File: config.mk
export PLATFORM = sky130hd
export DESIGN_NAME = cpis_top
export DESIGN_NICKNAME = d
export VERILOG_FILES = /design/src/pkg/cpis_pkg.sv /design/src/core/cpis_decoder.sv /design/src/core/cpis_top.sv
export SDC_FILE = /design/constraint.sdc
export NUM_CORES = 1
export LEC_CHECK = 0
export BUFFER_PORTS_ARGS = -buffer_cell sky130_fd_sc_hd__buf_2
export CORE_AREA = 2 2 146 91
export DETAILED_ROUTE_END_ITERATION = 7
export DIE_AREA = 0 0 148 93
export PLACE_DENSITY = 0.87
export SKIP_LAST_GASP = 1
export SYNTH_ARGS = -nofsm -noshare
export SYNTH_HDL_FRONTEND = slang
export SYNTH_SLANG_ARGS = --single-unit
File: constraint.sdc
create_clock -name clk_i -period 7.3 [get_ports clk_i]
set_input_delay 1.46 -clock clk_i [delete_from_list [all_inputs] [get_ports clk_i]]
set_output_delay 1.46 -clock clk_i [all_outputs]
set_load 0.05 [all_outputs]
File: src/pkg/cpis_pkg.sv
// Package: register map, reset values and mode codes for pulse input select
package cpis_pkg;
  localparam logic [15:0] CPIS_ADDR_DIR_INV = 16'h2006;
  localparam logic [15:0] CPIS_ADDR_PULSE_MODE = 16'h2007;
  localparam logic [15:0] CPIS_ADDR_CTRL_MODE = 16'h2001;
  localparam logic [15:0] CPIS_ADDR_HOST_POL = 16'h2010;
  localparam logic [15:0] CPIS_ADDR_COUNT = 16'h2011;
  localparam logic [15:0] CPIS_ADDR_PROBE = 16'h2012;
  localparam logic [15:0] CPIS_RST_DIR_INV = 16'h0000;
  localparam logic [15:0] CPIS_RST_PULSE_MODE = 16'h0003;
  localparam logic [15:0] CPIS_RST_CTRL_MODE = 16'h0000;
  localparam logic [15:0] CPIS_RST_HOST_POL = 16'h0000;
  localparam logic [3:0] CPIS_CTRL_FIELDBUS = 4'h9;
  localparam int CPIS_MODE_W = 2;
  localparam logic [1:0] CPIS_MODE_QUAD0 = 2'h0;
  localparam logic [1:0] CPIS_MODE_CWCCW = 2'h1;
  localparam logic [1:0] CPIS_MODE_QUAD2 = 2'h2;
  localparam logic [1:0] CPIS_MODE_PULSEDIR = 2'h3;
  localparam logic [1:0] CPIS_PROBE_INV_BOTH = 2'h0;
  localparam logic [1:0] CPIS_PROBE_INV_2 = 2'h1;
  localparam logic [1:0] CPIS_PROBE_INV_1 = 2'h2;
  localparam int CPIS_HOST_POL_BIT = 7;
  localparam int CPIS_CNT_W = 32;
endpackage : cpis_pkg

File: src/core/cpis_decoder.sv
// Pulse decoder: turns the selected pulse format into up/down strobes
`timescale 1ns/1ps
module cpis_decoder
  import cpis_pkg::*;
(
  input wire logic clk_i,
  input wire logic rst_i,
  input wire logic [1:0] mode_i,
  input wire logic pulse_a_i,
  input wire logic pulse_b_i,
  output logic up_o,
  output logic down_o
);
  typedef struct packed {
    logic a;
    logic b;
    logic up;
    logic down;
  } cpis_dec_t;
  cpis_dec_t s_q, s_d;
  logic a_rise, b_rise, a_chg, b_chg;
  always_comb
  begin
    s_d = s_q;
    s_d.a = pulse_a_i;
    s_d.b = pulse_b_i;
    s_d.up = 1'b0;
    s_d.down = 1'b0;
    a_rise = pulse_a_i & ~s_q.a;
    b_rise = pulse_b_i & ~s_q.b;
    a_chg = pulse_a_i ^ s_q.a;
    b_chg = pulse_b_i ^ s_q.b;
    case (mode_i)
      CPIS_MODE_QUAD0, CPIS_MODE_QUAD2:
      begin
        // X4 decode; a simultaneous change of both phases is illegal, dropped
        if (a_chg && !b_chg)
        begin
          s_d.up = pulse_a_i ^ s_q.b;
          s_d.down = ~(pulse_a_i ^ s_q.b);
        end
        else if (b_chg && !a_chg)
        begin
          s_d.up = ~(pulse_b_i ^ s_q.a);
          s_d.down = pulse_b_i ^ s_q.a;
        end
      end
      CPIS_MODE_CWCCW:
      begin
        // Both trains rising together cancel out
        s_d.up = a_rise & ~b_rise;
        s_d.down = b_rise & ~a_rise;
      end
      default:
      begin
        // Direction is sampled on the pulse edge; low means positive
        s_d.up = a_rise & ~pulse_b_i;
        s_d.down = a_rise & pulse_b_i;
      end
    endcase
  end
  always_ff @(posedge clk_i)
  begin
    if (rst_i)
      s_q <= '0;
    else
      s_q <= s_d;
  end
  assign up_o = s_q.up;
  assign down_o = s_q.down;
endmodule : cpis_decoder

File: src/core/cpis_top.sv
// Top: Wishbone registers, mode select, direction and probe polarity
//
// Design decision made here: the Wishbone interface to the registers.
`timescale 1ns/1ps
module cpis_top
  import cpis_pkg::*;
#(
  parameter int CNT_W = CPIS_CNT_W
)
(
  input wire logic clk_i,
  input wire logic rst_i,
  input wire logic wb_cyc_i,
  input wire logic wb_stb_i,
  input wire logic wb_we_i,
  input wire logic [15:0] wb_adr_i,
  input wire logic [3:0] wb_sel_i,
  input wire logic [31:0] wb_dat_i,
  output logic [31:0] wb_dat_o,
  output logic wb_ack_o,
  output logic wb_err_o,
  input wire logic pulse_a_i,
  input wire logic pulse_b_i,
  input wire logic probe1_i,
  input wire logic probe2_i,
  output logic probe1_o,
  output logic probe2_o,
  output logic fieldbus_mode_o,
  output logic step_valid_o,
  output logic step_neg_o,
  output logic [CNT_W-1:0] position_o
);
  import cpis_pkg::*;
  initial
  begin
    if (CNT_W < 2 || CNT_W > 32)
      $error("CNT_W must lie in 2..32");
  end
  typedef struct packed {
    logic [15:0] dir_inv;
    logic [15:0] pulse_mode;
    logic [15:0] ctrl_mode;
    logic [15:0] host_pol;
    logic [CNT_W-1:0] pos;
    logic step_valid;
    logic step_neg;
    logic probe1;
    logic probe2;
    logic ack;
    logic err;
    logic [31:0] rdat;
  } cpis_state_t;
  cpis_state_t s_q, s_d;
  logic up, down, fieldbus, invert, sel_ok, hit;
  logic [1:0] pulse_mode_eff;
  logic [31:0] rd;
  // Byte-enable merge, used for every writable register
  function automatic logic [15:0] wmerge(input logic [15:0] old,
                                         input logic [31:0] dat,
                                         input logic [3:0] sel);
    logic [15:0] r;
    r = old;
    if (sel[0])
      r[7:0] = dat[7:0];
    if (sel[1])
      r[15:8] = dat[15:8];
    return r;
  endfunction : wmerge
  assign fieldbus = s_q.ctrl_mode[3:0] == CPIS_CTRL_FIELDBUS
                    && s_q.ctrl_mode[15:4] == 12'h000;
  // Inversion setting, when set, overrides host polarity object; when clear, host polarity decides
  assign invert = s_q.dir_inv[0]
                  | (~s_q.dir_inv[0] & s_q.host_pol[CPIS_HOST_POL_BIT]);
  // The decoder always follows pulse_mode, also in fieldbus mode; there its strobes are not counted
  assign pulse_mode_eff = s_q.pulse_mode[1:0];
  cpis_decoder u_dec (
    .clk_i(clk_i),
    .rst_i(rst_i),
    .mode_i(pulse_mode_eff),
    .pulse_a_i(pulse_a_i),
    .pulse_b_i(pulse_b_i),
    .up_o(up),
    .down_o(down)
  );
  always_comb
  begin
    hit = 1'b1;
    if (wb_adr_i == CPIS_ADDR_DIR_INV)
      rd = {16'h0000, s_q.dir_inv};
    else if (wb_adr_i == CPIS_ADDR_PULSE_MODE)
      rd = {16'h0000, s_q.pulse_mode};
    else if (wb_adr_i == CPIS_ADDR_CTRL_MODE)
      rd = {16'h0000, s_q.ctrl_mode};
    else if (wb_adr_i == CPIS_ADDR_HOST_POL)
      rd = {16'h0000, s_q.host_pol};
    else if (wb_adr_i == CPIS_ADDR_COUNT)
      rd = 32'(s_q.pos);
    else if (wb_adr_i == CPIS_ADDR_PROBE)
      rd = {30'h00000000, s_q.probe2, s_q.probe1};
    else
    begin
      rd = 32'h00000000;
      hit = 1'b0;
    end
  end
  always_comb
  begin
    s_d = s_q;
    s_d.ack = 1'b0;
    s_d.err = 1'b0;
    s_d.step_valid = 1'b0;
    sel_ok = wb_cyc_i && wb_stb_i && !s_q.ack && !s_q.err;
    if (sel_ok)
    begin
      s_d.ack = hit;
      s_d.err = ~hit;
      s_d.rdat = rd;
      if (wb_we_i && hit)
      begin
        if (wb_adr_i == CPIS_ADDR_DIR_INV)
          s_d.dir_inv = wmerge(s_q.dir_inv, wb_dat_i, wb_sel_i) & 16'h0001;
        else if (wb_adr_i == CPIS_ADDR_PULSE_MODE)
          s_d.pulse_mode = wmerge(s_q.pulse_mode, wb_dat_i, wb_sel_i)
                           & 16'h0003;
        else if (wb_adr_i == CPIS_ADDR_CTRL_MODE)
          s_d.ctrl_mode = wmerge(s_q.ctrl_mode, wb_dat_i, wb_sel_i);
        else if (wb_adr_i == CPIS_ADDR_HOST_POL)
          s_d.host_pol = wmerge(s_q.host_pol, wb_dat_i, wb_sel_i);
      end
    end
    // Pulses counted only outside fieldbus mode
    if (!fieldbus && (up || down))
    begin
      s_d.step_valid = 1'b1;
      s_d.step_neg = down ^ invert;
      if (down ^ invert)
        s_d.pos = s_q.pos - CNT_W'(1);
      else
        s_d.pos = s_q.pos + CNT_W'(1);
    end
    // Probe polarity: outside fieldbus mode probes pass unchanged
    s_d.probe1 = probe1_i;
    s_d.probe2 = probe2_i;
    if (fieldbus)
    begin
      case (s_q.pulse_mode[1:0])
        CPIS_PROBE_INV_BOTH:
        begin
          s_d.probe1 = ~probe1_i;
          s_d.probe2 = ~probe2_i;
        end
        CPIS_PROBE_INV_2: s_d.probe2 = ~probe2_i;
        CPIS_PROBE_INV_1: s_d.probe1 = ~probe1_i;
        default: s_d.probe1 = probe1_i;
      endcase
    end
  end
  always_ff @(posedge clk_i)
  begin
    if (rst_i)
    begin
      s_q <= '0;
      s_q.dir_inv <= CPIS_RST_DIR_INV;
      s_q.pulse_mode <= CPIS_RST_PULSE_MODE;
      s_q.ctrl_mode <= CPIS_RST_CTRL_MODE;
      s_q.host_pol <= CPIS_RST_HOST_POL;
    end
    else
      s_q <= s_d;
  end
  assign wb_ack_o = s_q.ack;
  assign wb_err_o = s_q.err;
  assign wb_dat_o = s_q.rdat;
  assign probe1_o = s_q.probe1;
  assign probe2_o = s_q.probe2;
  assign fieldbus_mode_o = fieldbus;
  assign step_valid_o = s_q.step_valid;
  assign step_neg_o = s_q.step_neg;
  assign position_o = s_q.pos;
endmodule : cpis_top

==> metrics <==
status finished clean; Seq/Total Area, Yosys 0.337; number of global-route vias before repair 5085; area of the core 0.0125 mm2; Power Density 183 mW/mm2; fin util 0.558; asr flop ratio synth 0; cell count after synthesis 775; DR vias 5717; Leak Pwr 3.06 nW; Post-synth EDFFs 0; first-pass GRT wire length 25.6 mm; clk buf depth 2; CTS tree yes; Layout Nets 901; Tmin final 3.69 ns; CTS-repair resized insts 0; Hold-fix buffers, CTS 0; row count 32; Post-Layout Cell Count 977; synthesized flop and latch total 109; # DRC 0; Hold Crit Class flop to flop; drt first pass iters 5; global route total overflow 0; r2r setup slk 3.74 ns; layout cells sized above 1 0.197; largest net degree at the start of global routing 98; Root Driver clkbuf_16; CTS Buf Count 9; commonest cells after routing, fill and taps aside buf_2 (112), dfxtp_1 (109), nor2_1 (82); register area 0.00218 mm2; Max Freq 271 MHz; Avg WL per Cell 16.3 um; Multi-input gate area 0.00366 mm2; Setup crit end kind output pin; Unique masters post-synth 67; drt via density 5.85; die area 0.0138 mm2; total negative slack 0 ns; Crit Path Class flop to output pin; Final Instance Area 0.00697 mm2; commonest non-fill, non-tap cell in the layout buf_2; Synth Net Count 874; H-tree levels 3; area leader, netlist dfxtp_1; RSZ-0062 raised after global routing no; Worst Tran Pin Value 1.06 ns; DP Area 0.00669 mm2; Syn. warnings 0; I/O Buffers 113; Slew HR 0.288; Total GRT Usage 0.229; maximum fanout along the worst path 6; CTS clk-pin slew, worst paths 0.08 ns; initial antenna violation count 0; Antenna Cells 0; # IOs 132; Final Hold Vio Count 0; Mapped Area 0.00647 mm2; Period Utilization, post-route 0.505; post-CTS setup buffers 0; Fillers 1141; Mean Syn Cell Area 8.35 um2; Die H 93 um; placed cells 961; final setup violation count 0; Maximum Capacitance Violations 0; top cells by area, synth dfxtp_1 (34%), buf_4 (7.4%), ha_1 (7.2%); hpwl dp 11.0 mm; Final ANT Viol Nets 0; clk_skew 0.00988 ns; worst skew pair latency 0.36 ns; Tot Pwr 1.27 mW; required time worst endpoint 5.84 ns; Worst Setup Start Kind flop; CTS Sinks 109; Final Wtd Congestion 0.875; Yosys top cell area share 0.337; Initial Util 0.518; Layout Area Growth over Synthesis 7.79%; crit path DAT 2.23 ns; WL final 15.9 mm; Die Width 148 um; Final Slew Violations 0; DR iter-0 viols 555; maximum VDD drop 0.112 mV; main flop type after synthesis dfxtp_1
## synth_stat cells, types with 5 or more instances
cell / n
a211oi_1: 25
or3_1: 5
nand2_1: 75
and3_1: 5
nand3_1: 34
nor3_1: 13
a21oi_1: 67
xor2_1: 13
o21ai_0: 20
o21a_1: 5
mux2i_1: 39
nand2b_1: 10
a31oi_1: 10
ha_1: 37
dfxtp_1: 109
a222oi_1: 14
xnor2_1: 11
a21o_1: 18
nand4_1: 5
nor4_1: 5
nor2_1: 84
buf_4: 64
inv_1: 5
clkbuf_1: 34
## sequential cells by signal, summed over array words and instances (netlist names), 2 cells and up
name / count
pulse_mode_eff: 2
wb_dat_o: 32
s_q: 33
position_o: 32
u_dec.s_q: 2
## metrics by stage
stage                     setup slack (ns)  hold slack, ns
after detailed placement              3.40           0.444
after global routing                  3.39           0.466
after floorplan                       2.92           0.432
final                                 3.61           0.450
after global placement                3.46           0.436
after CTS                             3.75           0.454
## routing by layer
layer,up-vias,wire length (um),global-route usage
met5,-,0,0
met4,0,129,0.0476
met3,16,1480,0.0610
met2,250,6490,0.327
met1,2655,7800,0.344
li1,2796,-,-
## critical path, stage by stage (launching register included)
cell	delay, ns
dfxtp_1	0.34
nor4_1	0.49
nand4_1	0.48
inv_1	0.26
buf_2	0.30
## kinds of logic (layout without fill, tap and decap cells)
kind of cell    count (synthesis)  after routing  synth area share
fa+ha+maj                      38             38            0.0746
compound gates                185            185             0.188
mux                            40             40            0.0621
flops                         109            109             0.337
xor+xnor                       24             24            0.0325
buf+inv                       109            141             0.101
simple gates                  270            270             0.204
## path summary, 6_finish.rpt
kind                 from         endpoint  cells past startpoint
max reg2reg       s_q[77]   position_o[31]                     13
max               s_q[96]  fieldbus_mode_o                      4
min reg2reg  wb_dat_o[23]     wb_dat_o[23]                      2
min          wb_dat_o[23]     wb_dat_o[23]                      2
## power by group
part	switching, mW	leakage [nW]	internal (mW)
Combinational	0.124	2.04	0.0516
Sequential	0.0132	0.883	0.607
Clock	0.241	0.138	0.236
Total	0.378	3.06	0.895
## cell type report
class / instances / area share
Inverter: 6 / 0.00323
Clock buffer: 9 / 0.0323
Timing Repair Buffer: 119 / 0.0879
Multi-Input combinational cell: 557 / 0.525
Clock inverter: 7 / 0.00789
Sequential cell: 109 / 0.313
Tap cell: 170 / 0.0305
Power figures use the tool's default switching activity.
